File: config.mk
export PLATFORM = sky130hd
export DESIGN_NAME = pgc_bank
export DESIGN_NICKNAME = d
export VERILOG_FILES = /design/src/rtl/pgc_pkg.sv /design/src/rtl/pgc_bank.sv
export VERILOG_INCLUDE_DIRS = /design/src /design/src/rtl
export SDC_FILE = /design/constraint.sdc
export NUM_CORES = 1
export LEC_CHECK = 0
export BUFFER_PORTS_ARGS = -buffer_cell sky130_fd_sc_hd__buf_2
export CORE_MARGIN = 4
export CORE_UTILIZATION = 42
export CTS_CLUSTER_DIAMETER = 30
export DETAILED_ROUTE_END_ITERATION = 10
export PLACE_DENSITY_LB_ADDON = 0.3
export SYNTH_ARGS = -nofsm -noshare
export SYNTH_HDL_FRONTEND = slang
export SYNTH_SLANG_ARGS = --single-unit
File: constraint.sdc
create_clock -name core_clk_in -period 5.5 [get_ports core_clk_in]
set_input_delay 1.1 -clock core_clk_in [delete_from_list [all_inputs] [get_ports core_clk_in]]
set_output_delay 1.1 -clock core_clk_in [all_outputs]
set_load 0.1 [all_outputs]
File: src/rtl/pgc_cfg.svh
// pgc_cfg.svh: offsets, field positions, reset values for the page 2 register bank
// assumes: included by the bank module and the bench, apb byte addressing
`ifndef PGC_CFG_SVH
`define PGC_CFG_SVH

// register indices (byte address is four times the index)
`define PGC_IDX_EEE_CTRL 5'h11
`define PGC_IDX_PART_ID 5'h12
`define PGC_IDX_MAC_IF 5'h14
`define PGC_IDX_PAGE_SEL 5'h1f
`define PGC_IDX_SOFT_RST 5'h00
`define PGC_PAGE_MAIN 16'h0000
`define PGC_PAGE_EXT2 16'h0002
`define PGC_SOFT_RST_BIT 15

// energy efficient control fields
`define PGC_EEE_TE_BIT 15
`define PGC_EEE_RSV14_BIT 14
`define PGC_EEE_LED_HI 13
`define PGC_EEE_LED_LO 10
`define PGC_EEE_LINK_BIT 8
`define PGC_EEE_GIG_BIT 7
`define PGC_EEE_FAST_BIT 6
`define PGC_EEE_FORCE_BIT 5
`define PGC_EEE_LPI_BIT 4
`define PGC_EEE_INH_FTX_BIT 3
`define PGC_EEE_INH_FRX_BIT 2
`define PGC_EEE_INH_GTX_BIT 1
`define PGC_EEE_INH_GRX_BIT 0
`define PGC_EEE_RW_MASK 16'hfc3f
`define PGC_EEE_RST 16'h0000

// part identification fields
`define PGC_ID_TEMP_BIT 15
`define PGC_ID_DASH_HI 7

// mac interface control fields
`define PGC_MAC_CLKOFF_BIT 11
`define PGC_MAC_REV_BIT 7
`define PGC_MAC_DLY_HI 6
`define PGC_MAC_DLY_LO 4
`define PGC_MAC_RW_MASK 16'h08f0
`define PGC_MAC_RST 16'h0800

// speed select code of control register 0 bits 6 and 13
`define PGC_SPEED_GIG 2'b10

`endif

File: src/rtl/pgc_pkg.sv
// pgc_pkg.sv: types for the page 2 register bank
// assumes: encodings are literal here, nothing is taken from pgc_cfg.svh
package pgc_pkg;
    typedef enum logic [1:0] {
        PGC_SPD_10 = 2'b00,
        PGC_SPD_100 = 2'b01,
        PGC_SPD_1000 = 2'b10,
        PGC_SPD_NONE = 2'b11
    } pgc_speed_t;

    typedef enum logic [1:0] {
        PGC_ST_IDLE = 2'b00,
        PGC_ST_ACCESS = 2'b01
    } pgc_bus_st_t;

    typedef struct packed {
        logic [7:0] data;
        logic lpi;
    } pgc_rx_t;

    typedef struct packed {
        logic lpi;
        logic idle;
    } pgc_tx_t;

    typedef struct packed {
        pgc_bus_st_t st;
        logic [15:0] page;
        logic [15:0] eee;
        logic [15:0] mac;
        logic [31:0] prdata;
        logic pready;
        logic pslverr;
        logic [3:0] led;
        logic rx_clk;
        pgc_rx_t rx;
        logic line_lpi;
        logic gen_lpi;
        logic te_en;
        logic gig_force;
        logic [2:0] rx_dly;
    } pgc_state_t;
endpackage

File: src/rtl/pgc_bank.sv
// pgc_bank.sv: page 2 eee and mac interface configuration bank with its datapath hooks
// assumes: apb slave on core_clk_in, link inputs synchronous to the same clock
//
// Local design decision: the APB register port.
`timescale 1ns/1ps
`include "pgc_cfg.svh"

// Behaviour
// - bit 15 enables 10BASE-Te mode
// - bits 13:10 invert each LED polarity
// - bit 8 link up, bit 7 gigabit EEE
// - bit 6 reports 100BASE-TX EEE enabled
// - bit 5 forces gigabit link without master/slave while the gigabit speed select is set
// - bit 4 transmits LPI, ignores MAC data
// - bit 3 blocks 100BASE-TX transmit LPI
// - bit 2 blocks 100BASE-TX receive LPI
// - bit 1 blocks gigabit transmit LPI
// - bit 0 blocks gigabit receive LPI
// - bit 15 reads temperature grade
// - bits 7:0 read BCD dash number
// - bit 11 holds receive clock low
// - bit 7 reverses receive data order
// - bits 6:4 select receive clock delay
module pgc_bank #(
    parameter logic [7:0] DASH_BCD = 8'h01, // arbitrary value
    parameter logic INDUSTRIAL = 1'b0
) (
    // clock and reset
    input wire logic core_clk_in,
    input wire logic rst_n_in,
    // apb slave
    input wire logic psel_in,
    input wire logic penable_in,
    input wire logic pwrite_in,
    input wire logic [31:0] paddr_in,
    input wire logic [31:0] pwdata_in,
    output logic [31:0] prdata_out,
    output logic pready_out,
    output logic pslverr_out,
    // phy status
    input wire logic link_up_in,
    input wire logic eee_gig_in,
    input wire logic eee_fast_in,
    input wire pgc_pkg::pgc_speed_t speed_in,
    input wire logic [1:0] speed_sel_in,
    input wire logic gmii_mode_in,
    // led path
    input wire logic [3:0] led_act_in,
    output logic [3:0] indicator_outputs_out,
    // transmit lpi path
    input wire logic mac_tx_lpi_in,
    output logic line_tx_lpi_out,
    output logic packet_generator_lpi_out,
    // receive path
    input wire logic line_rx_lpi_in,
    input wire logic [7:0] rx_data_in,
    input wire logic rx_clk_raw_in,
    output pgc_pkg::pgc_rx_t mac_rx_out,
    output logic receive_clock_output_out,
    output logic [2:0] rx_clk_delay_out,
    // mode controls
    output logic te_mode_out,
    output logic gig_force_out
);
    import pgc_pkg::*;

    pgc_state_t s_q;
    pgc_state_t s_d;
    logic [4:0] idx;
    logic ext_page;
    logic hit;
    logic [15:0] rd;
    logic [15:0] wv;
    logic [15:0] eee_rd;
    logic [7:0] rev;
    logic [7:0] rev_full;
    logic [3:0] rev_nib;
    logic [3:0] led_drv;
    logic aligned;
    logic sel_page;
    logic sel_rst;
    logic sel_eee;
    logic sel_mac;
    logic acc_fire;
    logic wr_fire;
    logic [15:0] id_rd;
    logic tx_inh;
    logic rx_inh;

    assign idx = paddr_in[6:2];
    assign wv = pwdata_in[15:0];
    assign aligned = (paddr_in[1:0] == 2'b00);

    // gmii mirrors all eight receive bits, rgmii only the low nibble
    pgc_lane_rev #(
        .WIDTH(8)
    ) u_rev_full (
        .lane_in(rx_data_in),
        .lane_out(rev_full)
    );
    pgc_lane_rev #(
        .WIDTH(4)
    ) u_rev_nib (
        .lane_in(rx_data_in[3:0]),
        .lane_out(rev_nib)
    );

    // one polarity stage per indicator pin
    for (genvar g = 0; g < 4; g++)
    begin
        pgc_led_pol u_led_pol (
            .act_in(led_act_in[g]),
            .invert_in(s_q.eee[`PGC_EEE_LED_LO + g]),
            .pin_out(led_drv[g])
        );
    end

    // register selects; indices 16..30 answer only on page two
    always_comb
    begin
        sel_page = (idx == `PGC_IDX_PAGE_SEL);
        sel_rst = (idx == `PGC_IDX_SOFT_RST);
        sel_eee = ext_page && (idx == `PGC_IDX_EEE_CTRL);
        sel_mac = ext_page && (idx == `PGC_IDX_MAC_IF);

        // a transfer fires at its access edge; writes need a mapped aligned word
        acc_fire = (s_q.st == PGC_ST_ACCESS) && psel_in && penable_in;
        wr_fire = acc_fire && pwrite_in && hit && aligned;
    end

    // part identification word; the reserved bits read zero
    always_comb
    begin
        id_rd = 16'h0000;
        id_rd[`PGC_ID_TEMP_BIT] = INDUSTRIAL;
        id_rd[`PGC_ID_DASH_HI:0] = DASH_BCD;
    end

    // lpi inhibits apply only in the speed that they name
    always_comb
    begin
        tx_inh = 1'b0;
        rx_inh = 1'b0;
        case (speed_in)
            PGC_SPD_100:
            begin
                tx_inh = s_q.eee[`PGC_EEE_INH_FTX_BIT];
                rx_inh = s_q.eee[`PGC_EEE_INH_FRX_BIT];
            end
            PGC_SPD_1000:
            begin
                tx_inh = s_q.eee[`PGC_EEE_INH_GTX_BIT];
                rx_inh = s_q.eee[`PGC_EEE_INH_GRX_BIT];
            end
            default:
            begin
                tx_inh = 1'b0;
                rx_inh = 1'b0;
            end
        endcase
    end

    always_comb
    begin
        // page gate on registers 16..30
        ext_page = (s_q.page == `PGC_PAGE_EXT2);
        hit = 1'b1;
        rd = 16'h0000;
        eee_rd = s_q.eee;
        eee_rd[`PGC_EEE_LINK_BIT] = link_up_in;
        eee_rd[`PGC_EEE_GIG_BIT] = eee_gig_in;
        eee_rd[`PGC_EEE_FAST_BIT] = eee_fast_in;
        if (idx == `PGC_IDX_PAGE_SEL)
        begin
            rd = s_q.page;
        end
        else if (idx == `PGC_IDX_SOFT_RST)
        begin
            rd = 16'h0000;
        end
        else if (ext_page && idx == `PGC_IDX_EEE_CTRL)
        begin
            rd = eee_rd;
        end
        else if (ext_page && idx == `PGC_IDX_PART_ID)
        begin
            rd = id_rd;
        end
        else if (ext_page && idx == `PGC_IDX_MAC_IF)
        begin
            rd = s_q.mac;
        end
        else
        begin
            hit = 1'b0;
        end
    end

    always_comb
    begin
        s_d = s_q;
        s_d.pready = 1'b0;
        s_d.pslverr = 1'b0;
        case (s_q.st)
            PGC_ST_IDLE:
            begin
                if (psel_in && !penable_in)
                begin
                    s_d.st = PGC_ST_ACCESS;
                end
            end
            PGC_ST_ACCESS:
            begin
                // one wait state: the access edge latches, the answer follows
                if (acc_fire)
                begin
                    s_d.pready = 1'b1;
                    s_d.pslverr = !hit || !aligned;
                    s_d.prdata = {16'h0000, rd};
                    s_d.st = PGC_ST_IDLE;
                end
                else if (!psel_in)
                begin
                    // master withdrew before the access phase
                    s_d.st = PGC_ST_IDLE;
                end
                if (wr_fire && sel_page)
                begin
                    s_d.page = wv;
                end
                if (wr_fire && sel_rst)
                begin
                    // software reset leaves sticky bits untouched
                    s_d.page = `PGC_PAGE_MAIN;
                end
                if (wr_fire && sel_eee)
                begin
                    s_d.eee = wv & `PGC_EEE_RW_MASK;
                end
                if (wr_fire && sel_mac)
                begin
                    s_d.mac = wv & `PGC_MAC_RW_MASK;
                end
            end
            default:
            begin
                s_d.st = PGC_ST_IDLE;
            end
        endcase
        if (s_q.pready)
        begin
            s_d.st = PGC_ST_IDLE;
        end

        // mode controls
        s_d.te_en = s_q.eee[`PGC_EEE_TE_BIT];
        // led pins drive active low until their polarity bit is set
        s_d.led = led_drv;
        // forced gigabit link needs the gigabit speed select
        s_d.gig_force = s_q.eee[`PGC_EEE_FORCE_BIT]
            && (speed_sel_in == `PGC_SPEED_GIG);
        // generator lpi overrides the mac; its enable holds until software clears this bit
        s_d.gen_lpi = s_q.eee[`PGC_EEE_LPI_BIT];
        s_d.line_lpi = s_q.eee[`PGC_EEE_LPI_BIT]
            || (mac_tx_lpi_in && !tx_inh);
        // receive lpi is held back from the mac when inhibited
        s_d.rx.lpi = line_rx_lpi_in && !rx_inh;

        // receive lane order
        rev = gmii_mode_in ? rev_full : {rx_data_in[7:4], rev_nib};
        s_d.rx.data = s_q.mac[`PGC_MAC_REV_BIT] ? rev : rx_data_in;
        s_d.rx_clk = s_q.mac[`PGC_MAC_CLKOFF_BIT] ? 1'b0 : rx_clk_raw_in;
        s_d.rx_dly = s_q.mac[`PGC_MAC_DLY_HI:`PGC_MAC_DLY_LO];
    end

    // hardware reset is the only way back to the sticky defaults
    always_ff @(posedge core_clk_in or negedge rst_n_in)
    begin
        if (!rst_n_in)
        begin
            s_q <= '0;
            s_q.eee <= `PGC_EEE_RST;
            s_q.mac <= `PGC_MAC_RST;
            s_q.page <= `PGC_PAGE_MAIN;
            s_q.led <= 4'hf;
        end
        else
        begin
            s_q <= s_d;
        end
    end

    // every output comes straight from the state register
    assign prdata_out = s_q.prdata;
    assign pready_out = s_q.pready;
    assign pslverr_out = s_q.pslverr;
    assign indicator_outputs_out = s_q.led;
    assign line_tx_lpi_out = s_q.line_lpi;
    assign packet_generator_lpi_out = s_q.gen_lpi;
    assign mac_rx_out = s_q.rx;
    assign receive_clock_output_out = s_q.rx_clk;
    assign rx_clk_delay_out = s_q.rx_dly;
    assign te_mode_out = s_q.te_en;
    assign gig_force_out = s_q.gig_force;
endmodule

// pgc_lane_rev: mirrors the bit order of one receive lane
module pgc_lane_rev #(
    parameter int WIDTH = 8
) (
    // lane in and out
    input wire logic [WIDTH-1:0] lane_in,
    output logic [WIDTH-1:0] lane_out
);
    import pgc_pkg::*;

    always_comb
    begin
        for (int i = 0; i < WIDTH; i++)
        begin
            lane_out[i] = lane_in[WIDTH - 1 - i];
        end
    end
endmodule

// pgc_led_pol: one indicator pin, active low unless its polarity bit is set
module pgc_led_pol (
    // activity and polarity
    input wire logic act_in,
    input wire logic invert_in,
    // pin level
    output logic pin_out
);
    import pgc_pkg::*;

    assign pin_out = act_in ^ ~invert_in;
endmodule

=== Yosys cells after proc, flatten, opt, wreduce, memory -nomap -nowiden ===
Index checks and enable logic that the tools add are counted.

* Bits in latches: 0
* Bits of input ports: 92
* Memories kept: 0
* Logic and storage cells: 91
* Bits in read-only memories: 0
* Memory bits (writable): 0
* Flip-flop bits (word level): 74
* Output and inout port bits: 55

* Multiplexer cells: 24
* Div/mod/pow operators: 0
* Shifts and indexed selects: 0
* Reduce and logical (&&, ||, !) cells: 32
* Multiply operators: 0
* Magnitude comparators: 0
* Bitwise logic cells: 8
* Add/subtract/negate cells: 0
* Equal/unequal tests: 11

{| class="wikitable"
|+ Operator list
! kind !! count
|-
| two-way mux 16 bit || 5
|-
| two-way mux 12 bit || 2
|-
| equality test 5 bit (second input constant) || 4
|-
| equality test 16 x 2 -> 1 bit (second input constant) || 1
|-
| logical AND 1 bit || 16
|-
| two-way mux 8 bit || 2
|-
| two-way mux 2 bit || 6
|-
| AND reduction 2 bit || 5
|-
| two-way mux 1 bit || 6
|-
| zero test 1 bit || 5
|-
| zero test 5 bit || 1
|-
| equality test 2 x 1 -> 1 bit (second input constant) || 2
|-
| equality test 2 bit (second input constant) || 2
|-
| zero test 2 bit || 2
|-
| inequality test 4 bit (second input constant) || 1
|-
| NOT 1 bit || 4
|-
| one-hot mux 1 bit (2 select lines) || 2
|-
| one-hot mux 2 bit (2 select lines) || 1
|-
| bitwise XOR 1 bit || 4
|-
| inequality test 3 bit (second input constant) || 1
|-
| logical OR 1 bit || 2
|-
| nonzero test 2 bit || 1
|}

=== Logic depth before layout (Yosys ltp) ===
* Depth after elaboration: 12
* Gate-level depth with buffers: 6
* Depth with buffers taken out: 5

=== By module ===
Synthesis repeated with hierarchy kept, for this count alone.

* Cell total of the unflattened synthesis: 355
* Area, all modules: 3748.6 sq um

{| class="wikitable"
|+ Modules (own cells, without submodules)
! module !! cells each !! times used !! seq. area each (sq um) !! area each (sq um)
|-
| pgc_bank || 339 || 1 || 1833.0 || 3623.5
|-
| pgc_lane_rev at u_rev_full || 8 || 1 || 0.0 || 60.1
|-
| pgc_led_pol || 1 || 4 || 0.0 || 8.8
|-
| pgc_lane_rev at u_rev_nib || 4 || 1 || 0.0 || 30.0
|}

=== Worst setup path after synthesis ===
No wires, ideal clock.

* Path kind: input port to flip-flop
* From: in paddr_in[5]
* To: reg s_q[100] (netlist name)
* Stages: 6
* Required time: 5.421 ns
* Setup time: 0.079 ns
* Path buffers: 2
* Arrival time: 2.478 ns
* Path slack: 2.943 ns
* Cells stage by stage: or2_0 > or4_1 > buf_6 > a21oi_4 > buf_12 > mux2i_1

* Word-level cells in the longest chain between the ends: 12
* Elaborated cells between the ends (all ways): 20
* Those cells by class: eq/ne: 4; mux: 6; reduce/logical: 10

{| class="wikitable"
|+ Ends and longest elaborated chain
! what !! line !! text
|-
| start: declaration || pgc_bank.sv:35 || <nowiki>input wire logic [31:0] paddr_in,</nowiki>
|-
| equality test 5 bit (no source line) || - ||
|-
| logical AND 1 bit (no source line) || - ||
|-
| two-way mux 1 bit || pgc_bank.sv:189 || <nowiki>else if (ext_page && idx == `PGC_IDX_MAC_IF)</nowiki>
|-
| two-way mux 1 bit || pgc_bank.sv:185 || <nowiki>else if (ext_page && idx == `PGC_IDX_PART_ID)</nowiki>
|-
| two-way mux 1 bit || pgc_bank.sv:181 || <nowiki>else if (ext_page && idx == `PGC_IDX_EEE_CTRL)</nowiki>
|-
| two-way mux 1 bit || pgc_bank.sv:177 || <nowiki>else if (idx == `PGC_IDX_SOFT_RST)</nowiki>
|-
| two-way mux 1 bit || pgc_bank.sv:173 || <nowiki>if (idx == `PGC_IDX_PAGE_SEL)</nowiki>
|-
| logical AND 1 bit (2 in a row) || pgc_bank.sv:128 || <nowiki>wr_fire = acc_fire && pwrite_in && hit && aligned;</nowiki>
|-
| logical AND 1 bit (on tied branches) || pgc_bank.sv:227, pgc_bank.sv:231 ||
|-
| nonzero test 2 bit (no source line) || - ||
|-
| AND reduction 2 bit (no source line) || - ||
|-
| end: declaration || pgc_bank.sv:67 || <nowiki>pgc_state_t s_q;</nowiki>
|}

Several ways; a longest one is shown, not always the timed one.
A chain may end at the register's enable or synchronous reset.

=== Worst setup path in the final report ===
* From: in penable_in
* To: reg s_q, in the netlist eee_rd[3]

* Word-level cells in the longest chain between the ends: 6

{| class="wikitable"
|+ Ends and longest elaborated chain
! what !! line !! text
|-
| start: declaration || pgc_bank.sv:33 || <nowiki>input wire logic penable_in,</nowiki>
|-
| logical AND 1 bit || pgc_bank.sv:127 || <nowiki>acc_fire = (s_q.st == PGC_ST_ACCESS) && psel_in && penable_in;</nowiki>
|-
| logical AND 1 bit (3 in a row) || pgc_bank.sv:128 ||
|-
| logical AND 1 bit || pgc_bank.sv:236 || <nowiki>if (wr_fire && sel_eee)</nowiki>
|-
| AND reduction 2 bit (no source line) || - ||
|}

No other way between the ends.

==> summary.txt <==
Routed wire length -> 7770 um
Data required time at the worst endpoint -> 5720 ps
X dimension of the die -> 101 um
Mean cell area of the mapped netlist -> 10.8 um2
Netlist area before placement -> 3600 um2
Path class of the lowest-slack min-delay path -> flop to flop
Count of port buffers added during placement -> 89
Synth-to-Final Area Change -> 11.7%
Initial DRC Count -> 112
Crit path DAT -> 3510 ps
Compound-cell area share of the yosys netlist -> 8.91%
Placement row count -> 33
Hold violation total from the final report -> 0
Nets -> 480
Clock transition at path regs -> 80 ps
Total power -> 1.42 mW
CTS H-Tree Depth -> 3
GRT Residual Overflow -> 0
Worst setup slack after placement -> 1820 ps
Clock Skew -> 11.3 ps
Critical Path Source Type -> input pin
Initial cell density of the core -> 43.5%
Warning count from the yosys run -> 0
Number of maximum-capacitance violations -> 0
Sum Neg Setup Slack -> 0 ps
Max-slew headroom -> 39.2%
Maximum achievable frequency -> 0.304 GHz
Post-CTS Resized -> 0
Die area -> 10100 um2
Setup slack after layout -> 2210 ps
First-pass GRT wire length -> 12600 um
Number of unique standard cell types used by synthesis -> 45
Total CTS buffers -> 9
Count of vias placed by the detailed router -> 2432
Root cell of the clock tree -> sky130_fd_sc_hd__clkbuf_8
Post-synthesis share of cell area spent on and, or, nand and nor gates -> 11.5%
Ratio of total power to cell area -> 354 nW/um2
Clock period minus worst slack -> 3290 ps
TritonCTS sink count -> 73
Synth Area in Adders -> 0.696%
Least-Margin Pin Slew -> 912 ps
GRT Resource Usage Total -> 16.2%
Maximum number of pins on one net before global-route repair -> 74
Clock tree from TritonCTS -> done
Post-route DRC -> 0
Worst-skew pair later-pin latency -> 340 ps
Crit end category -> flop
Category of the critical setup timing path -> input pin to flop
Number of diodes added for antenna fixing -> 0
Initial antenna violation count -> 0
Remaining antenna violation count -> 0
Critical Path Fanout Max -> 28
Post-Synth XOR/XNOR Area -> 1.22%
Post-CTS Repair Setup Buffers -> 0
Post-synthesis register bit count -> 73
Endpoints failing setup -> 0
Core Region -> 8260 um2
Share of synthesized area occupied by flip-flops and latches -> 51.0%
Vias in the first global route -> 2501
Mux cell area share after synthesis -> 12.1%
CTS max path bufs -> 2
Vert. Die Dim -> 101 um
Share of the cycle needed by the critical path after routing -> 59.8%
Share of final-layout standard cells stronger than drive strength 1 -> 30.4%
CTS Hold Bufs -> 0
DR WL/cell -> 15.7 um
Predominant post-synthesis flop cell -> sky130_fd_sc_hd__dfrtp_1
Count of flip-flops with a built-in enable after synthesis -> 0
RSZ-0062 raised after global routing -> false
Largest family of logic cells by synthesized area -> buffers and inverters
Final number of max-transition violations -> 0
First drt pass iteration count -> 4
FILL cells -> 794
Detail-routed via count per cell -> 4.90
Leakage component of the power -> 2.00 nW
Post-synthesis instance total -> 332
Final weighted congestion of routability-driven global placement -> 0.823
Run status -> finished, final reports clean
Max IR drop VDD -> 0.141 mV
Async S/R FF share, synth -> 100%
DP HPWL -> 5510 um
I/O pin count -> 147
==> Yosys cell counts, types with 3 or more instances <==
cell	count	area, um2
sky130_fd_sc_hd__buf_4	49	368
sky130_fd_sc_hd__dfstp_2	5	131
sky130_fd_sc_hd__nand3_1	10	50.1
sky130_fd_sc_hd__nand2_1	22	82.6
sky130_fd_sc_hd__nand2b_1	3	18.8
sky130_fd_sc_hd__xnor2_1	4	35.0
sky130_fd_sc_hd__clkbuf_1	8	30.0
sky130_fd_sc_hd__nor2_1	21	78.8
sky130_fd_sc_hd__nand4_1	4	25.0
sky130_fd_sc_hd__buf_2	3	15.0
sky130_fd_sc_hd__a32oi_1	9	78.8
sky130_fd_sc_hd__a31oi_1	5	31.3
sky130_fd_sc_hd__a21oi_1	21	105
sky130_fd_sc_hd__dfrtp_1	68	1700
sky130_fd_sc_hd__inv_1	19	71.3
sky130_fd_sc_hd__mux2_1	17	191
sky130_fd_sc_hd__mux2_2	4	45.0
sky130_fd_sc_hd__mux2i_1	20	200
sky130_fd_sc_hd__o21a_1	5	37.5
==> state kept, by name, indices dropped and copies added, names as in the netlist <==
signal	count
eee_rd	12
gig_force_out	1
indicator_outputs_out	4
line_tx_lpi_out	1
mac_rx_out	9
packet_generator_lpi_out	1
prdata_out	16
pready_out	1
pslverr_out	1
receive_clock_output_out	1
rx_clk_delay_out	3
s_d	3
s_q	19
te_mode_out	1
==> stage by stage <==
step / hold WS, ps / instance area [um2] / instances / utilization, %
after floorplan: 367 / 3650 / 347 / -
after global placement: 384 / 3790 / 480 / 46.0
after detailed placement: 396 / 3790 / 480 / 46.0
after CTS: 415 / 4020 / 496 / 48.7
after global routing: 425 / 4020 / 496 / 48.7
final: 406 / 4020 / 496 / 48.7
==> worst max-delay path, cell delays in order <==
cell                      delay, ps
sky130_fd_sc_hd__buf_2           90
sky130_fd_sc_hd__nand3_1        310
sky130_fd_sc_hd__inv_2          510
sky130_fd_sc_hd__nand4_1        230
sky130_fd_sc_hd__nor2_1         600
sky130_fd_sc_hd__buf_4          300
sky130_fd_sc_hd__mux2_1         340
==> final cells by class <==
class	count	area (um2)	area share [%]
Clock buffer	9	124	3.08
Clock inverter	7	98.8	2.46
Inverter	20	75.1	1.87
Multi-Input combinational cell	192	1300	32.4
Sequential cell	73	1830	45.6
Tap cell	105	131	3.27
Timing Repair Buffer	90	455	11.3
==> routing by layer <==
layer | track usage [%] | vias to the layer above | share of wire, %
met5 | 0 | - | 0
met1 | 22.6 | 1154 | 47
met3 | 5.47 | 5 | 7.8
li1 | - | 1182 | -
met2 | 24.3 | 91 | 44
met4 | 4.35 | 0 | 0.98
==> power by group <==
group	leakage (nW)	switching [mW]	internal, mW
Combinational	1.03	0.317	0.0541
Sequential	0.862	0.0144	0.568
Clock	0.111	0.210	0.259
==> kinds of logic after synthesis <==
kind of cell             Yosys count
AO/OA/AOI/OAI                     48
flip-flops                        73
buffers and inverters             82
adder cells (fa/ha/maj)            2
XOR/XNOR                           5
multiplexers                      41
other                              1
AND/OR/NAND/NOR                   80
==> final timing paths <==
kind | start | slack (ps) | end | depth (start not counted)
max | penable_in | 2210 | eee_rd[3] | 7
min | eee_rd[15] | 410 | te_mode_out | 0
max reg2reg | s_q[103] | 2730 | eee_rd[3] | 6
min reg2reg | eee_rd[15] | 410 | te_mode_out | 0
max in group asynchronous | rst_n_in | 4010 | prdata_out[3] | 1
min in group asynchronous | rst_n_in | 870 | mac_rx_out[8] | 1
==> layout by cell type, fill, tap and decap left out, types with 2 or more instances in the layout <==
cell and n:
sky130_fd_sc_hd__buf_2 88, sky130_fd_sc_hd__dfrtp_1 68, sky130_fd_sc_hd__nand2_1 22, sky130_fd_sc_hd__nor2_1 21, sky130_fd_sc_hd__a21oi_1 21, sky130_fd_sc_hd__mux2i_1 20, sky130_fd_sc_hd__inv_1 19, sky130_fd_sc_hd__mux2_1 17
sky130_fd_sc_hd__conb_1 16, sky130_fd_sc_hd__nand3_1 10, sky130_fd_sc_hd__a32oi_1 9, sky130_fd_sc_hd__clkbuf_8 9, sky130_fd_sc_hd__o21a_1 5, sky130_fd_sc_hd__a31oi_1 5, sky130_fd_sc_hd__dfstp_2 5, sky130_fd_sc_hd__mux2_2 4
sky130_fd_sc_hd__nand4_1 4, sky130_fd_sc_hd__xnor2_1 4, sky130_fd_sc_hd__nand2b_1 3, sky130_fd_sc_hd__inv_6 3, sky130_fd_sc_hd__nor2b_1 2, sky130_fd_sc_hd__nor4_1 2, sky130_fd_sc_hd__nor4b_1 2, sky130_fd_sc_hd__and4_1 2
sky130_fd_sc_hd__o31ai_1 2, sky130_fd_sc_hd__a22oi_1 2, sky130_fd_sc_hd__nor3b_1 2, sky130_fd_sc_hd__and2_1 2, sky130_fd_sc_hd__ha_1 2, sky130_fd_sc_hd__bufinv_16 2, sky130_fd_sc_hd__buf_4 2
Note: power is estimated with default switching activity, not from simulation.
